**src/twu_pkg.sv**
```systemverilog
// constants, codes and register map of the two-wire slave receiver
// Contract
// after last sent byte acked by master: not addressed; start requested once bus free
// own address register bits 7:1 hold the slave address answered to
// own address register bit 0 enables answering the general call address
// software enables unit and ack_enable, clears begin and halt requests
// match address then direction bit: zero receives, one transmits
// own address plus write received sets job_flag with valid status code
// addressed after lost arbitration gives codes 0x68 own, 0x78 general call
// software masks prescaler bits to zero when reading status codes
// ack_enable cleared mid transfer returns not-acknowledge after next byte
// with ack_enable zero own address is not acknowledged, bus still watched
// in sleep, address still matched from bus clock when ack_enable set, then wake
// after wake-up scl held low until job_flag cleared by writing one
// while asleep the data register is not updated from the bus
// own address plus write acknowledged reports code 0x60
// general call acknowledged reports code 0x70
// software clears job_flag; next byte acked per ack_enable
// own-address data byte reports 0x80 on ack, 0x88 on not-ack
// general call data byte reports 0x90 on ack, 0x98 on not-ack
// status register holds code in upper bits, prescaler in low two bits
package twu_pkg;
    localparam logic [7:0] A_CTRL   = 8'h00;
    localparam logic [7:0] A_STAT   = 8'h04;
    localparam logic [7:0] A_DATA   = 8'h08;
    localparam logic [7:0] A_OWN    = 8'h0C;
    localparam logic [7:0] A_IST    = 8'h10;
    localparam logic [7:0] A_IMASK  = 8'h14;
    localparam int CB_FLAG = 7;
    localparam int CB_ACK  = 6;
    localparam int CB_STA  = 5;
    localparam int CB_STO  = 4;
    localparam int CB_EN   = 2;
    localparam logic [7:0] CTRL_RST = 8'h00;
    localparam logic [7:0] OWN_RST  = 8'h00;
    localparam logic [6:0] GC_ADDR  = 7'h00;
    localparam logic [3:0] BYTE_BITS = 4'h8;
    localparam logic [7:0] C_OWN_W  = 8'h60;
    localparam logic [7:0] C_ARB_W  = 8'h68;
    localparam logic [7:0] C_GC     = 8'h70;
    localparam logic [7:0] C_ARB_GC = 8'h78;
    localparam logic [7:0] C_RX_ACK = 8'h80;
    localparam logic [7:0] C_RX_NAK = 8'h88;
    localparam logic [7:0] C_GC_ACK = 8'h90;
    localparam logic [7:0] C_GC_NAK = 8'h98;
    localparam logic [7:0] C_OWN_R  = 8'hA8;
    localparam logic [7:0] C_ARB_R  = 8'hB0;
    localparam logic [7:0] C_TX_ACK = 8'hB8;
    localparam logic [7:0] C_TX_NAK = 8'hC0;
    localparam logic [7:0] C_TX_END = 8'hC8;
    localparam logic [7:0] C_IDLE   = 8'hF8;
    localparam logic [1:0] RESP_OK  = 2'h0;
    localparam logic [1:0] RESP_ERR = 2'h2;
    typedef enum logic [2:0] {S_IDLE, S_ADDR, S_RX, S_TX, S_ACK, S_MACK, S_HOLD} state_t;
endpackage

```
**src/i2c_slave_receiver.sv**
```systemverilog
// two-wire slave receiver with last-byte transmit, axi4-lite registers
`timescale 1ns/1ps
module i2c_slave_receiver (
    input  wire logic       clk,
    input  wire logic       resetn,
    input  wire logic       awvalid,
    output logic            awready,
    input  wire logic [7:0] awaddr,
    input  wire logic       wvalid,
    output logic            wready,
    input  wire logic [31:0] wdata,
    input  wire logic [3:0] wstrb,
    output logic            bvalid,
    input  wire logic       bready,
    output logic [1:0]      bresp,
    input  wire logic       arvalid,
    output logic            arready,
    input  wire logic [7:0] araddr,
    output logic            rvalid,
    input  wire logic       rready,
    output logic [31:0]     rdata,
    output logic [1:0]      rresp,
    input  wire logic       scl_i,
    output logic            scl_oe_n,
    input  wire logic       sda_i,
    output logic            sda_oe_n,
    input  wire logic       sleep_mode,
    input  wire logic       arb_lost,
    output logic            wake,
    output logic            start_request,
    output logic            irq
);
    import twu_pkg::*;

    twu_pkg::state_t state_q, next_q;
    logic [7:0] ctrl_q, own_q, data_q, code_q, sh_q, tx_q;
    logic [1:0] presc_q, ist_q, imask_q;
    logic [3:0] cnt_q;
    logic [2:0] scl_s, sda_s;
    logic       gc_q, nak_q, last_q, mack_q, free_q;
    logic       aw_q, w_q;
    logic [7:0] wa_q;
    logic [31:0] wd_q;
    logic       wr_go, rd_go, sw_clr, hw_set;
    logic       rise, fall, start_c, stop_c;
    logic       own_hit, gc_hit;

    function automatic logic mapped(input logic [7:0] a);
        return a == A_CTRL || a == A_STAT || a == A_DATA || a == A_OWN || a == A_IST || a == A_IMASK;
    endfunction

    // two flops before use; third stage only for edge finding
    always_ff @(posedge clk)
    begin
        if (!resetn)
        begin
            scl_s <= 3'h7;
            sda_s <= 3'h7;
        end
        else
        begin
            scl_s <= {scl_s[1:0], scl_i};
            sda_s <= {sda_s[1:0], sda_i};
        end
    end

    assign rise    = scl_s[1] && !scl_s[2];
    assign fall    = !scl_s[1] && scl_s[2];
    assign start_c = scl_s[1] && scl_s[2] && !sda_s[1] && sda_s[2];
    assign stop_c  = scl_s[1] && scl_s[2] && sda_s[1] && !sda_s[2];
    assign own_hit = sh_q[7:1] == own_q[7:1];
    assign gc_hit  = sh_q[7:1] == GC_ADDR && own_q[0];

    // axi write: address and data taken in either order
    assign wr_go = aw_q && w_q && !bvalid;
    assign rd_go = arvalid && arready;
    assign sw_clr = wr_go && wa_q == A_CTRL && wd_q[CB_FLAG] && wstrb[0];
    assign hw_set = state_q != S_HOLD && fall && (state_q == S_ACK || state_q == S_MACK);

    always_ff @(posedge clk)
    begin
        if (!resetn)
        begin
            aw_q <= 1'b0;
            w_q <= 1'b0;
            wa_q <= 8'h00;
            wd_q <= 32'h0000_0000;
            bvalid <= 1'b0;
            bresp <= RESP_OK;
        end
        else
        begin
            if (awvalid && awready)
            begin
                aw_q <= 1'b1;
                wa_q <= awaddr;
            end
            if (wvalid && wready)
            begin
                w_q <= 1'b1;
                wd_q <= wdata;
            end
            if (wr_go)
            begin
                aw_q <= 1'b0;
                w_q <= 1'b0;
                bvalid <= 1'b1;
                bresp <= mapped(wa_q) ? RESP_OK : RESP_ERR;
            end
            else if (bvalid && bready)
                bvalid <= 1'b0;
        end
    end

    assign awready = !aw_q && !bvalid;
    assign wready  = !w_q && !bvalid;

    always_ff @(posedge clk)
    begin
        if (!resetn)
        begin
            arready <= 1'b0;
            rvalid <= 1'b0;
            rdata <= 32'h0000_0000;
            rresp <= RESP_OK;
        end
        else
        begin
            arready <= !rvalid && !arready && arvalid;
            if (rd_go)
            begin
                rvalid <= 1'b1;
                rresp <= mapped(araddr) ? RESP_OK : RESP_ERR;
                case (araddr)
                    A_CTRL:  rdata <= {24'h000000, ctrl_q};
                    A_STAT:  rdata <= {24'h000000, code_q[7:3], 1'b0, presc_q};
                    A_DATA:  rdata <= {24'h000000, data_q};
                    A_OWN:   rdata <= {24'h000000, own_q};
                    A_IST:   rdata <= {30'h00000000, ist_q};
                    A_IMASK: rdata <= {30'h00000000, imask_q};
                    default: rdata <= 32'h0000_0000;
                endcase
            end
            else if (rvalid && rready)
                rvalid <= 1'b0;
        end
    end

    // control: job_flag set by hardware wins over the software clear
    always_ff @(posedge clk)
    begin
        if (!resetn)
        begin
            ctrl_q <= CTRL_RST;
            own_q <= OWN_RST;
            presc_q <= 2'h0;
            imask_q <= 2'h0;
        end
        else
        begin
            if (wr_go && wstrb[0])
            begin
                if (wa_q == A_CTRL)
                    ctrl_q <= {ctrl_q[CB_FLAG], wd_q[6:0]};
                if (wa_q == A_OWN)
                    own_q <= wd_q[7:0];
                if (wa_q == A_STAT)
                    presc_q <= wd_q[1:0];
                if (wa_q == A_IMASK)
                    imask_q <= wd_q[1:0];
            end
            if (hw_set)
                ctrl_q[CB_FLAG] <= 1'b1;
            else if (sw_clr)
                ctrl_q[CB_FLAG] <= 1'b0;
            if (state_q == S_HOLD && !ctrl_q[CB_FLAG])
                ctrl_q[CB_STO] <= 1'b0;
        end
    end

    // interrupt status: bit0 job event, bit1 stop seen; read clears, set wins
    always_ff @(posedge clk)
    begin
        if (!resetn)
        begin
            ist_q <= 2'h0;
            irq <= 1'b0;
        end
        else
        begin
            ist_q <= (rd_go && araddr == A_IST ? 2'h0 : ist_q) | {stop_c, hw_set};
            irq <= |(ist_q & imask_q);
        end
    end

    // bus side state machine, sampled on the system clock
    always_ff @(posedge clk)
    begin
        if (!resetn)
        begin
            state_q <= S_IDLE;
            next_q <= S_IDLE;
            cnt_q <= 4'h0;
            sh_q <= 8'h00;
            tx_q <= 8'h00;
            data_q <= 8'h00;
            code_q <= C_IDLE;
            gc_q <= 1'b0;
            nak_q <= 1'b0;
            last_q <= 1'b0;
            mack_q <= 1'b0;
            sda_oe_n <= 1'b1;
            wake <= 1'b0;
        end
        else
        begin
            wake <= 1'b0;
            if (!ctrl_q[CB_EN] || stop_c)
            begin
                state_q <= S_IDLE;
                sda_oe_n <= 1'b1;
                code_q <= C_IDLE;
            end
            else if (start_c)
            begin
                state_q <= S_ADDR;
                cnt_q <= 4'h0;
                sda_oe_n <= 1'b1;
            end
            else
                case (state_q)
                    S_ADDR, S_RX:
                        if (rise)
                        begin
                            sh_q <= {sh_q[6:0], sda_s[1]};
                            cnt_q <= cnt_q + 4'h1;
                        end
                        else if (fall && cnt_q == BYTE_BITS)
                        begin
                            if (state_q == S_RX)
                            begin
                                if (!sleep_mode)
                                    data_q <= sh_q;
                                nak_q <= !ctrl_q[CB_ACK];
                                sda_oe_n <= !ctrl_q[CB_ACK];
                                state_q <= S_ACK;
                                if (ctrl_q[CB_ACK])
                                    code_q <= gc_q ? C_GC_ACK : C_RX_ACK;
                                else
                                    code_q <= gc_q ? C_GC_NAK : C_RX_NAK;
                            end
                            else if (ctrl_q[CB_ACK] && (own_hit || gc_hit) && !(gc_hit && sh_q[0]))
                            begin
                                gc_q <= gc_hit && !own_hit;
                                nak_q <= 1'b0;
                                next_q <= sh_q[0] ? S_TX : S_RX;
                                sda_oe_n <= 1'b0;
                                wake <= sleep_mode;
                                state_q <= S_ACK;
                                if (sh_q[0])
                                    code_q <= arb_lost ? C_ARB_R : C_OWN_R;
                                else if (gc_hit && !own_hit)
                                    code_q <= arb_lost ? C_ARB_GC : C_GC;
                                else
                                    code_q <= arb_lost ? C_ARB_W : C_OWN_W;
                            end
                            else
                                state_q <= S_IDLE;
                        end
                    S_ACK:
                        if (fall)
                        begin
                            sda_oe_n <= 1'b1;
                            state_q <= S_HOLD;
                            // a refused byte ends the transfer once software releases the flag
                            if (nak_q)
                                next_q <= S_IDLE;
                            cnt_q <= 4'h0;
                        end
                    S_TX:
                        if (rise)
                            cnt_q <= cnt_q + 4'h1;
                        else if (fall)
                        begin
                            if (cnt_q == BYTE_BITS)
                            begin
                                sda_oe_n <= 1'b1;
                                state_q <= S_MACK;
                            end
                            else
                            begin
                                sda_oe_n <= tx_q[7];
                                tx_q <= {tx_q[6:0], 1'b1};
                            end
                        end
                    S_MACK:
                        if (rise)
                            mack_q <= !sda_s[1];
                        else if (fall)
                        begin
                            state_q <= S_HOLD;
                            cnt_q <= 4'h0;
                            if (!mack_q)
                            begin
                                code_q <= C_TX_NAK;
                                next_q <= S_IDLE;
                            end
                            else if (last_q)
                            begin
                                code_q <= C_TX_END;
                                next_q <= S_IDLE;
                            end
                            else
                                code_q <= C_TX_ACK;
                        end
                    S_HOLD:
                        if (!ctrl_q[CB_FLAG])
                        begin
                            state_q <= ctrl_q[CB_STO] ? S_IDLE : next_q;
                            if (next_q == S_TX)
                            begin
                                last_q <= !ctrl_q[CB_ACK];
                                sda_oe_n <= data_q[7];
                                tx_q <= {data_q[6:0], 1'b1};
                            end
                            if (next_q == S_IDLE)
                                code_q <= C_IDLE;
                        end
                    default:
                        state_q <= S_IDLE;
                endcase
        end
    end

    // clock stretch while job_flag waits for software; bus-free tracking
    always_ff @(posedge clk)
    begin
        if (!resetn)
        begin
            scl_oe_n <= 1'b1;
            free_q <= 1'b1;
            start_request <= 1'b0;
        end
        else
        begin
            scl_oe_n <= !(state_q == S_HOLD && ctrl_q[CB_FLAG] && !scl_s[1]);
            if (start_c)
                free_q <= 1'b0;
            else if (stop_c)
                free_q <= 1'b1;
            start_request <= ctrl_q[CB_EN] && ctrl_q[CB_STA] && free_q && state_q == S_IDLE;
        end
    end
endmodule

```
**config.mk**
```make
export PLATFORM = sky130hd
export DESIGN_NAME = i2c_slave_receiver
export DESIGN_NICKNAME = d
export VERILOG_FILES = /design/src/twu_pkg.sv /design/src/i2c_slave_receiver.sv
export SDC_FILE = /design/constraint.sdc
export NUM_CORES = 1
export LEC_CHECK = 0
export ABC_CLOCK_PERIOD_IN_PS = 2000
export BUFFER_PORTS_ARGS = -buffer_cell sky130_fd_sc_hd__clkbuf_2
export CAP_MARGIN = 20
export CORE_UTILIZATION = 45
export CTS_BUF_LIST = sky130_fd_sc_hd__clkbuf_8
export CTS_CLUSTER_SIZE = 14
export DETAILED_ROUTE_END_ITERATION = 12
export PLACE_DENSITY = 0.68
export SLEW_MARGIN = 20
export SYNTH_ARGS = -nofsm -noshare
export SYNTH_HDL_FRONTEND = slang
export SYNTH_SLANG_ARGS = --single-unit
```
**constraint.sdc**
```tcl
create_clock -name clk -period 2 [get_ports clk]
set_clock_uncertainty 0.1 [all_clocks]
set_input_delay 0.4 -clock clk [delete_from_list [all_inputs] [get_ports clk]]
set_output_delay 0.4 -clock clk [all_outputs]
set_load 0.02 [all_outputs]
```
==> Yosys cells after proc, flatten, opt, wreduce, memory -nomap -nowiden <==
Index checks and enable logic that the tools add are counted.
{ "word_totals": {"reg_bits": 137, "input_bits": 63} }
{ "classes": {"n_bitwise": 12, "reduce_logical": 105, "n_mux": 78, "add_sub_neg": 1, "eq_ne": 45} }
{ "ops": {"columns": ["operator", "count"], "rows": [
  ["2-to-1 mux 8 bit", 14],
  ["2-to-1 mux 3 bit", 21],
  ["case mux 8 bit (6 select lines)", 1],
  ["logical AND 1 bit", 37],
  ["equality test 8 x 4 -> 1 bit (second input constant)", 4],
  ["equality test 8 x 5 -> 1 bit (second input constant)", 4],
  ["inequality test 3 bit (second input constant)", 10],
  ["AND reduction 7 bit", 4],
  ["inequality test 2 bit (second input constant)", 13],
  ["2-to-1 mux 5 bit", 5],
  ["2-to-1 mux 4 bit", 6],
  ["case mux 8 bit (3 select lines)", 1],
  ["2-to-1 mux 1 bit", 20],
  ["AND reduction 9 bit", 2],
  ["equality test 8 x 3 -> 1 bit (second input constant)", 2],
  ["zero test 8 bit", 2],
  ["case mux 8 bit (2 select lines)", 1],
  ["zero test 1 bit", 15],
  ["case mux 3 bit (5 select lines)", 1],
  ["2-to-1 mux 7 bit", 2],
  ["logical OR 1 bit", 13],
  ["case mux 4 bit (3 select lines)", 1],
  ["AND reduction 12 bit", 1],
  ["AND reduction 4 bit", 3],
  ["26 further kinds", 58]
]} }

==> Longest topological paths before layout <==
Gate-level depths: netlist (run 1).
{ "depth": {"word_depth": 11, "depth_mapped": 8} }

==> Worst setup path after synthesis (run 1) <==
Ideal clock, no wire load.
{ "synth_timing": {"path_kind": "reg-to-reg", "startpoint": "register cnt_q[0]", "endpoint": "register data_q[6]", "setup_slack_ns": -0.063, "path_buffers": 1, "required_ns": 1.772, "t_arrival_ns": 1.835, "stages_incl_launch_ff": 9, "period_less_slack_ns": 2.063, "cell_sequence": "dfxtp_1 -> inv_1 -> ha_1 -> and3b_1 -> clkbuf_1 -> nand3_1 -> nor3_2 -> mux2i_1 -> nor2_1"} }
{ "synth_via": {"elab_chain_len": 3} }
{ "synth_rtl": {"columns": ["item", "line", "rtl"], "rows": [
  ["from (decl)", "i2c_slave_receiver.sv:38", "logic [3:0] cnt_q;"],
  ["from (signal assigned)", "i2c_slave_receiver.sv:236", "cnt_q <= cnt_q + 4'h1;"],
  ["from (signal assigned)", "i2c_slave_receiver.sv:282", "cnt_q <= cnt_q + 4'h1;"],
  ["equality test 4 bit", "i2c_slave_receiver.sv:238", "else if (fall && cnt_q == BYTE_BITS)"],
  ["logical AND 1 bit", "i2c_slave_receiver.sv:238", null],
  ["AND reduction 7 bit (no line)", null, null],
  ["to (signal assigned)", "i2c_slave_receiver.sv:243", "data_q <= sh_q;"],
  ["to (decl)", "i2c_slave_receiver.sv:36", "logic [7:0] ctrl_q, own_q, data_q, code_q, sh_q, tx_q;"]
]} }
No other way between the ends.
A chain may end at the register's enable or synchronous reset.

==> Worst setup path after layout (run 1) <==
{ "layout_timing": {"startpoint": "register sh_q[3]", "endpoint": "register code_q[6]"} }
{ "layout_via": {"elab_chain_len": 7} }
{ "layout_rtl": {"columns": ["item", "line", "rtl"], "rows": [
  ["from (decl)", "i2c_slave_receiver.sv:36", null],
  ["from (signal assigned)", "i2c_slave_receiver.sv:235", "sh_q <= {sh_q[6:0], sda_s[1]};"],
  ["zero test 7 bit", "i2c_slave_receiver.sv:72", "assign gc_hit = sh_q[7:1] == GC_ADDR && own_q[0];"],
  ["logical AND 1 bit", "i2c_slave_receiver.sv:72", null],
  ["logical OR 1 bit or logical AND 1 bit (tied branches)", "i2c_slave_receiver.sv:252", "else if (ctrl_q[CB_ACK] && (own_hit || gc_hit) && !(gc_hit && sh_q[0]))"],
  ["logical AND 1 bit or zero test 1 bit (tied branches)", "i2c_slave_receiver.sv:252", null],
  ["logical AND 1 bit *", "i2c_slave_receiver.sv:252", null],
  ["inequality test 3 bit (no line) *", null, null],
  ["AND reduction 9 bit (no line) *", null, null],
  ["to (signal assigned)", "i2c_slave_receiver.sv:250", "code_q <= gc_q ? C_GC_NAK : C_RX_NAK;"],
  ["to (signal assigned)", "i2c_slave_receiver.sv:261", "code_q <= arb_lost ? C_ARB_R : C_OWN_R;"],
  ["to (signal assigned)", "i2c_slave_receiver.sv:263", "code_q <= arb_lost ? C_ARB_GC : C_GC;"],
  ["to (decl)", "i2c_slave_receiver.sv:36", null]
]} }
Mark *: on every way between the ends. The rest lies on a longest branch, timed or not.

==> results of run 1 <==
[Yosys cell counts (6+ instances only)]
cell / instances / area share (%)
a211oi_1: 9 / 1.3
a21oi_1: 38 / 3.6
a22oi_1: 9 / 1.3
a311oi_1: 6 / 1.0
buf_2: 6 / 0.58
buf_4: 26 / 3.7
clkbuf_1: 27 / 1.9
dfxtp_1: 107 / 41
inv_1: 13 / 0.93
mux2i_1: 48 / 9.2
mux4_2: 7 / 3.0
nand2_1: 61 / 4.4
nand2b_1: 15 / 1.8
nand3_1: 18 / 1.7
nor2_1: 83 / 6.0
nor2b_1: 8 / 0.96
nor3_1: 9 / 0.86
nor4_1: 7 / 0.84
o21ai_0: 17 / 1.6
o31ai_1: 6 / 0.86
or3_1: 7 / 0.84
xnor2_1: 8 / 1.3
[critical path, stage by stage (launching register included)]
cell and delay (ns):
dfxtp_2 0.33, or4_4 0.57, or2_4 0.29, a41oi_4 0.16, a211o_1 0.22, buf_12 0.13, mux2i_1 0.17
[power groups by stage]
stage | Combinational, uW | Clock, uW | Sequential, uW
3_5_place_dp | 298 | 0 | 2250
2_1_floorplan | 235 | 0 | 2250
4_1_cts | 299 | 1490 | 2200
5_1_grt | 336 | 1570 | 2210
6_report | 302 | 1450 | 2200
3_3_place_gp | 291 | 0 | 2250
[layout by cell type (no fill, tap or decap), types with 8 or more instances in the layout]
cell | synthesis | final
dfxtp_1 | 107 | 102
nor2_1 | 83 | 82
nand2_1 | 61 | 61
buf_4 | 26 | 58
clkbuf_2 | 0 | 55
mux2i_1 | 48 | 48
a21oi_1 | 38 | 37
conb_1 | 1 | 26
nand3_1 | 18 | 17
o21ai_0 | 17 | 17
nand2b_1 | 15 | 14
inv_1 | 13 | 13
clkbuf_8 | 0 | 10
nor3_1 | 9 | 9
a22oi_1 | 9 | 9
xnor2_1 | 8 | 8
[worst max-delay path by stage]
stage                   start        end  slack (ns)
floorplan           araddr[1]   ist_q[0]       -0.02
global placement    araddr[1]   ist_q[0]       -0.15
detailed placement  araddr[1]   ist_q[0]       -0.16
CTS                   sh_q[3]  code_q[6]       -0.04
global route          sh_q[5]  code_q[4]       -0.09
finish                sh_q[3]  code_q[6]       -0.04
[metal layers]
metal  part of all wire [%]  wire (um)  track usage, %  up-vias
li1                       -          -               -     2285
met1                     46       6220            32.1     2190
met2                     47       6330            39.1      153
met3                    5.7        773            5.69       14
met4                    1.3        181            7.71        0
met5                      0          0               0        -
[metrics by stage]
step                hold slack, ns  total power, uW  util [%]
CTS                         0.0528             3990      55.9
floorplan                    0.286             2480         -
global placement             0.288             2540      53.7
detailed placement           0.296             2550      53.7
finish                      0.0784             3950      57.0
global route                0.0745             4120      57.0
[timing repair]
action,4_1_cts,5_1_grt
resized for setup,5,21
setup buffers,0,5
pin swaps,8,6
gates cloned,0,1
setup endpoints to repair,12,34
[layout make-up]
type                       count  area (sq um)  share of cell area (%)
multi-input combinational    446          2860                    45.3
sequential                   107          2150                    34.1
timing repair buffer         122           850                    13.5
tap                          140           175                    2.78
clock buffer                  10           138                    2.18
clock inverter                 6          82.6                    1.31
inverter                      14          52.6                   0.833
[flip-flops by register name, summed over array words and instances, names as in the netlist, 3 cells and up]
| signal | cells |
|---|---|
| ctrl_q | 8 |
| data_q | 8 |
| own_q | 8 |
| rdata | 8 |
| sh_q | 8 |
| tx_q | 8 |
| wa_q | 8 |
| wd_q | 8 |
| code_q | 5 |
| cnt_q | 4 |
| scl_s | 3 |
| sda_s | 3 |
| state_q | 3 |
[cells by family (layout without fill, tap and decap cells)]
logic type | count (synthesis) | count (layout) | share of synthesized area (%)
compound gates | 113 | 113 | 14.3
fa+ha+maj | 2 | 2 | 0.479
xor+xnor | 9 | 9 | 1.51
mux | 56 | 56 | 12.4
buf+inv | 78 | 152 | 7.77
simple gates | 240 | 240 | 22.4
flops | 107 | 107 | 41.0
other cells | 1 | 26 | 0.0718
==> flow_summary.json, run 1 <==
{
  "cts_buffers": 9,
  "seqPwrFrac_pct": 55.6,
  "tightest_slew_ns": 0.502,
  "hold_class": "primary input to flip-flop",
  "core.rowCount": 38,
  "ios": 109,
  "worst_slack_ns": -0.0369,
  "via_per_inst": 5.49,
  "clock_path_buffers": 2,
  "design.core.area_sq_um": 11100,
  "drt_iter0_markers": 280,
  "fin_crit_sh_pct": 102,
  "grt_usage_pct": 24.3,
  "clock_power_share_pct": 36.7,
  "ys.flop_type": "dfxtp_1",
  "setup_viol_count_final": 6,
  "detail-route-antenna-nets": 0,
  "startpoint_type": "flip-flop",
  "wl_per_cell_um": 16.0,
  "post_synth_inst_count": 606,
  "nFillCells": 994,
  "die_w_um": 110,
  "p_int_uw": 2910,
  "outcome": "complete, but fails checks",
  "switchingPower_uw": 1040,
  "rrSetupSlack_ns": -0.04,
  "grt_pass1_wl_um": 22100,
  "io_buffers": 55,
  "worstSetupPathType": "flip-flop to flip-flop",
  "maxSlewViolCount": 0,
  "ys_seq_area_share_pct": 41.0,
  "switching_share_pct": 26.3,
  "dpl.cell_count": 823,
  "layout.cells.non_filler": 845,
  "powerDensity_nw_per_um2": 627,
  "place_ws_ns": -0.165,
  "cts-root-buf": "clkbuf_8",
  "cap_violations": 0,
  "tns_ns": -0.161,
  "die-area_sq_um": 12000,
  "synth_edf_count": 0,
  "rr_endpoint": "code_q[6]",
  "path_max_fanout": 5,
  "drc": 0,
  "rsz0062_at_grt": "yes",
  "finalNetCount": 765,
  "min_from": "sda_i",
  "wl_um": 13500,
  "end_kind": "flip-flop",
  "htreeDepth": 3,
  "die_h_um": 110,
  "cts_tree": "done",
  "ys_ff_latch": 107,
  "clock-sinks": 107,
  "ctsHoldBuffers": 0,
  "whs_endpoint": "sda_s[0]",
  "design_area_sq_um": 6310,
  "area_delta_synth_final_pct": 20.9,
  "r2r_cells": 6,
  "comb_power_share_pct": 7.6,
  "worstPathRequired_ns": 2.23,
  "dpl-instance-area_sq_um": 5950,
  "vias": 4642,
  "diodes": 0,
  "violations": "setup timing",
  "syn-cell-area_sq_um": 5220,
  "start_util_pct": 47.1,
  "max_freq_mhz": 491,
  "layout-drive-gt1-share_pct": 25.1,
  "async_reset_ff_share_pct": 0,
  "ys_types": 64,
  "grt_pass1_vias": 4400,
  "clock_latency_ns": 0.40,
  "cp.arrival_ns": 2.27,
  "slew-limit-headroom_pct": 66.4,
  "overflow": 0,
  "grt_max_degree": 81,
  "hold_viol_final": 0,
  "place_congestion": 0.923,
  "avgSynthCellArea_sq_um": 8.61,
  "p_leak_uw": 0.00250,
  "period_needed_ns": 2.04,
  "yosysWarnings": 0,
  "r2r-start": "sh_q[3]",
  "antenna_found_initial": 0,
  "peakVddDrop_v": 0.000514,
  "hpwl_um": 10100,
  "firstDrtPassIters": 5,
  "cts.reportedPaths.clkPinSlew_ns": 0.11,
  "min_path_cells": 2
}
No activity file was read; power rests on OpenSTA's default activity.
==> inputs of run 2 (changes only) <==
Settings changed: MAX_ROUTING_LAYER from default to met4.
==> flow_summary.json, run 2 (synthesis gave the netlist of run 1 again) <==
{
  "finalNetCount": 766,
  "htreeDepth": 3,
  "worst_slack_ns": -0.0346,
  "worstSetupPathType": "flip-flop to flip-flop",
  "design_area_sq_um": 6280,
  "grt_pass1_vias": 4421,
  "via_per_inst": 5.51,
  "end_kind": "flip-flop",
  "period_needed_ns": 2.03,
  "clock_path_buffers": 2,
  "drc": 0,
  "layout-drive-gt1-share_pct": 25.5,
  "area_delta_synth_final_pct": 20.3,
  "crit_path_start": "sh_q[4]",
  "fin_crit_sh_pct": 102,
  "rsz0062_at_grt": "yes",
  "clock_power_share_pct": 34.6,
  "clock-sinks": 107,
  "wl_um": 13500,
  "p_leak_uw": 0.00250,
  "firstDrtPassIters": 5,
  "path_max_fanout": 4,
  "violations": "setup timing",
  "comb_power_share_pct": 7.9,
  "switching_share_pct": 25.8,
  "grt_pass1_wl_um": 22300,
  "min_from": "scl_i",
  "layout_commonest_cell": "dfxtp_1",
  "startpoint_type": "flip-flop",
  "hold_viol_final": 0,
  "design.core.area_sq_um": 11100,
  "cts.reportedPaths.clkPinSlew_ns": 0.10,
  "antenna_found_initial": 0,
  "hpwl_um": 10300,
  "start_util_pct": 47.1,
  "hold_class": "primary input to flip-flop",
  "dpl-instance-area_sq_um": 5930,
  "cp.arrival_ns": 2.25,
  "r2r-start": "sh_q[4]",
  "ctsHoldBuffers": 0,
  "grt_usage_pct": 25.1,
  "die_h_um": 110,
  "cts-root-buf": "clkbuf_8",
  "worstPathRequired_ns": 2.21,
  "cap_violations": 0,
  "cts_tree": "done",
  "setup_viol_count_final": 6,
  "vias": 4665,
  "outcome": "complete, but fails checks",
  "diodes": 0,
  "drt_iter0_markers": 243,
  "p_int_uw": 2840,
  "overflow": 0,
  "peakVddDrop_v": 0.000400,
  "switchingPower_uw": 985,
  "core.rowCount": 38,
  "detail-route-antenna-nets": 0,
  "seqPwrFrac_pct": 57.5,
  "place_ws_ns": -0.163,
  "nFillCells": 1034,
  "layout_common_cells": "102 x dfxtp_1, 83 x nor2_1, 63 x buf_4",
  "die-area_sq_um": 12000,
  "max_freq_mhz": 491,
  "clock_latency_ns": 0.38,
  "cts_buffers": 9,
  "place_congestion": 0.936,
  "io_buffers": 55,
  "wl_per_cell_um": 16.0,
  "maxSlewViolCount": 0,
  "grt_max_degree": 81,
  "die_w_um": 110,
  "powerDensity_nw_per_um2": 609,
  "ios": 109
}
run 2: cell count changes in the layout (fill, tap and decap cells not counted), sizes merged:
cell      previous run  this run
buf                 67        68
clkbuf              65        67
bufinv               1         0
clkinvlp             1         0
run 2: through the flow:
step	total power (uW)	hold slack (ns)	instances	utilization, %	TNS (ns)
floorplan	2480	0.286	631	-	-0.0243
global placement	2540	0.288	825	53.5	-2.61
detailed placement	2550	0.297	825	53.5	-3.03
CTS	3850	0.0923	843	55.8	-0.0138
global route	3980	0.0867	846	56.7	-0.498
finish	3820	0.104	846	56.7	-0.129
run 2: critical path, cell delays in order (launching register included):
cell	delay (ns)
dfxtp_2	0.33
or4b_4	0.58
or2_4	0.30
buf_6	0.14
o31ai_4	0.16
o211ai_1	0.16
a21oi_1	0.19
run 2: cell type report:
cell class	instances	area (sq um)	area share [%]
multi-input combinational	446	2880	45.8
sequential	107	2150	34.3
timing repair buffer	123	822	13.1
tap	140	175	2.79
clock buffer	12	165	2.63
inverter	14	52.6	0.837
clock inverter	4	32.5	0.518
run 2: path summary, 6_finish.rpt:
check                                 end  slack, ns  cells past startpoint
worst min-delay path             scl_s[0]       0.10                      2
worst min register to register   sda_s[1]       0.31                      1
worst max register to register  next_q[1]      -0.03                      6
worst max-delay path            next_q[1]      -0.03                      6
run 2: timing repair:
item	in CTS	in global routing
endpoints found under the setup margin	35	30
buffers inserted	2	3
pin swaps	8	9
gates resized for setup	10	20
cloned	0	0
run 2: routing by layer:
layer  wire [um]  vias to the layer above  global-route usage (%)
met1        6210                     2221                    32.9
met3         675                       19                    4.62
li1            -                     2279                       -
met2        6430                      146                    39.4
met5           0                        -                       -
met4         212                        0                    7.90
run 2: power groups by stage:
stage	clock, uW	sequential (uW)	combinational (uW)
floorplan	0	2250	235
global placement	0	2250	291
global route	1440	2210	336
finish	1320	2200	302
detailed placement	0	2250	297
CTS	1350	2200	298
==> inputs of run 3 (changes only) <==
Settings changed: ABC_AREA from default to 1, PLACE_DENSITY 0.68 to 0.69.
==> flow_summary.json, run 3 <==
{
  "maxSlewViolCount": 0,
  "syn-cell-area_sq_um": 5100,
  "cts_tree": "done",
  "ys_types": 46,
  "p_int_uw": 2940,
  "htreeDepth": 3,
  "area_delta_synth_final_pct": 13.5,
  "diodes": 0,
  "yosysMostFrequentCell": "nand2_1",
  "design.core.area_sq_um": 10900,
  "switchingPower_uw": 1010,
  "wl_um": 12600,
  "cts_buffers": 9,
  "dpl-instance-area_sq_um": 5530,
  "via_per_inst": 5.06,
  "peakVddDrop_v": 0.000571,
  "p_leak_uw": 0.00265,
  "layout-drive-gt1-share_pct": 18.3,
  "max_freq_mhz": 548,
  "cts.reportedPaths.clkPinSlew_ns": 0.10,
  "worstPathRequired_ns": 2.14,
  "worstSetupPathType": "flip-flop to flip-flop",
  "cp_top_family": "simple AND/OR/NAND/NOR gates",
  "crit_buf_inv": 2,
  "hpwl_um": 9790,
  "start_util_pct": 46.6,
  "overflow": 0,
  "clock_power_share_pct": 36.1,
  "grt_usage_pct": 23.5,
  "nFillCells": 1099,
  "clock_path_buffers": 2,
  "clock_latency_ns": 0.37,
  "ctsHoldBuffers": 0,
  "comb_power_share_pct": 8.0,
  "hold_class": "primary input to flip-flop",
  "cp_cell_sequence": "inv_2 > nand2_2 > nand2_2 > nor2_4 > nand2_2 > nand2_1 > nor3_2 > nand2_2 > inv_2 > nand2_1 > nand3_1",
  "period_needed_ns": 1.82,
  "crit_path_start": "state_q[0]",
  "switching_share_pct": 25.6,
  "layout.cells.non_filler": 929,
  "finish.utilization_pct": 52.9,
  "setup_viol_count_final": 0,
  "antenna_found_initial": 0,
  "die-area_sq_um": 11800,
  "design_area_sq_um": 5780,
  "synth_area_leaders": "dfxtp_1 42%, nand2_1 12%, a21oi_1 6.7%",
  "rr_endpoint": "code_q[6]",
  "endpoint": "code_q[6]",
  "path_max_fanout": 6,
  "drc": 0,
  "end_kind": "flip-flop",
  "ys_ff_latch": 107,
  "synth_edf_count": 0,
  "seqPwrFrac_pct": 55.9,
  "cp.arrival_ns": 1.96,
  "drt_iter0_markers": 265,
  "clock-sinks": 107,
  "cp_num_cells": 11,
  "synth_top_area_share_pct": 42.0,
  "outcome": "finished clean",
  "io_buffers": 55,
  "layout_common_cells": "158 x nand2_1, 104 x dfxtp_1, 72 x nor2_1",
  "post_synth_inst_count": 714,
  "synth.largest_area_cell": "dfxtp_1",
  "r2r-start": "state_q[0]",
  "hold_viol_final": 0,
  "ys.flop_type": "dfxtp_1",
  "avgSynthCellArea_sq_um": 7.14,
  "cap_violations": 0,
  "detail-route-antenna-nets": 0,
  "rrSetupSlack_ns": 0.18,
  "async_reset_ff_share_pct": 0,
  "grt_max_degree": 72,
  "ios": 109,
  "crit_top_cell": "nand2_2",
  "vias": 4700,
  "startpoint_type": "flip-flop",
  "rsz0062_at_grt": "no",
  "grt_pass1_vias": 4303,
  "tightest_slew_ns": 0.528,
  "powerDensity_nw_per_um2": 684,
  "grt_pass1_wl_um": 20700,
  "firstDrtPassIters": 5,
  "place_congestion": 0.897,
  "slew-limit-headroom_pct": 64.6,
  "synth_common_cells": "160 x nand2_1, 107 x dfxtp_1, 72 x nor2_1",
  "tns_ns": 0,
  "core.rowCount": 38,
  "wl_per_cell_um": 13.6,
  "die_h_um": 108,
  "r2r_cells": 11,
  "cts-root-buf": "clkbuf_8",
  "dpl.cell_count": 911,
  "cp_slowest_stage_delay_ns": 0.48,
  "layout_commonest_cell": "nand2_1",
  "yosysWarnings": 0,
  "finalNetCount": 849,
  "min_from": "sda_i",
  "critPathSlowestCell": "dfxtp_1",
  "fin_crit_sh_pct": 91.2,
  "die_w_um": 108,
  "power_uw": 3950,
  "ys_seq_area_share_pct": 42.0
}
-- run 3: changes by cell type after synthesis, moves of 8 or more --
cell	before	now
nand3_1	18	27
inv_1	13	70
nor2_1	83	72
nor2b_1	8	0
nand2_1	61	160
clkbuf_1	27	14
a22oi_1	9	0
nand4_1	2	12
nand2b_1	15	0
o21ai_0	17	66
mux2i_1	48	0
xnor2_1	8	0
a21oi_1	38	68
inv_2	1	11
-- run 3: what timing repair did --
item / CTS / global route
setup buffers: 0 / 2
resized for setup: 0 / 6
setup endpoints to repair: 0 / 23
-- run 3: logic make-up after synthesis --
| kind of cell | after synthesis | synth area share, % |
|---|---|---|
| other | 1 | 0.0736 |
| AOI/OAI and AO/OA | 162 | 17.6 |
| and+or+nand+nor | 315 | 28.3 |
| adders and majority gates | 2 | 0.491 |
| buffers and inverters | 127 | 11.6 |
| DFF | 107 | 42.0 |
-- run 3: power by group through the flow --
stage | Combinational, uW | Sequential (uW) | Clock (uW)
3_3_place_gp | 306 | 2260 | 0
3_5_place_dp | 314 | 2260 | 0
2_1_floorplan | 247 | 2260 | 0
5_1_grt | 356 | 2220 | 1560
4_1_cts | 315 | 2210 | 1470
6_report | 315 | 2210 | 1430
-- run 3: worst min path at each step --
| stage | to | slack [ns] | depth (start not counted) |
|---|---|---|---|
| final | sda_s[0] | 0.11 | 2 |
| after CTS | sda_s[0] | 0.09 | 2 |
| after detailed placement | scl_s[1] | 0.31 | 1 |
| after floorplan | scl_s[1] | 0.29 | 1 |
| after global routing | sda_s[0] | 0.09 | 2 |
| after global placement | scl_s[1] | 0.30 | 1 |
-- run 3: per-layer routing --
metal	routed length, um	share of wire, %	track usage [%]	up-vias
met5	0	0	-	-
met4	251	2.0	7.53	0
li1	-	-	-	2441
met3	627	5.0	5.06	19
met2	6150	49	38.3	133
met1	5610	44	28.7	2107
-- run 3: metrics by stage --
| step | hold WS [ns] | worst slack [ns] |
|---|---|---|
| 3_5_place_dp | 0.306 | 0.0547 |
| 2_1_floorplan | 0.293 | 0.390 |
| 5_1_grt | 0.0886 | 0.0125 |
| 4_1_cts | 0.0912 | 0.0295 |
| 6_report | 0.108 | 0.177 |
| 3_3_place_gp | 0.297 | 0.0987 |
-- run 3: worst register-to-register path: cells and delay by family (launching register included) --
kind                   cells  cell delay [ns]
flip-flops                 1             0.48
AND/OR/NAND/NOR            9             0.94
buffers and inverters      2             0.18
-- run 3: cell type report --
class / instances / area (sq um) / area share [%]
Multi-Input combinational cell: 505 / 2470 / 42.7
Sequential cell: 107 / 2150 / 37.1
Timing Repair Buffer: 78 / 460 / 7.96
Inverter: 83 / 312 / 5.39
Tap cell: 140 / 175 / 3.03
Clock buffer: 11 / 151 / 2.62
Clock inverter: 5 / 70.1 / 1.21
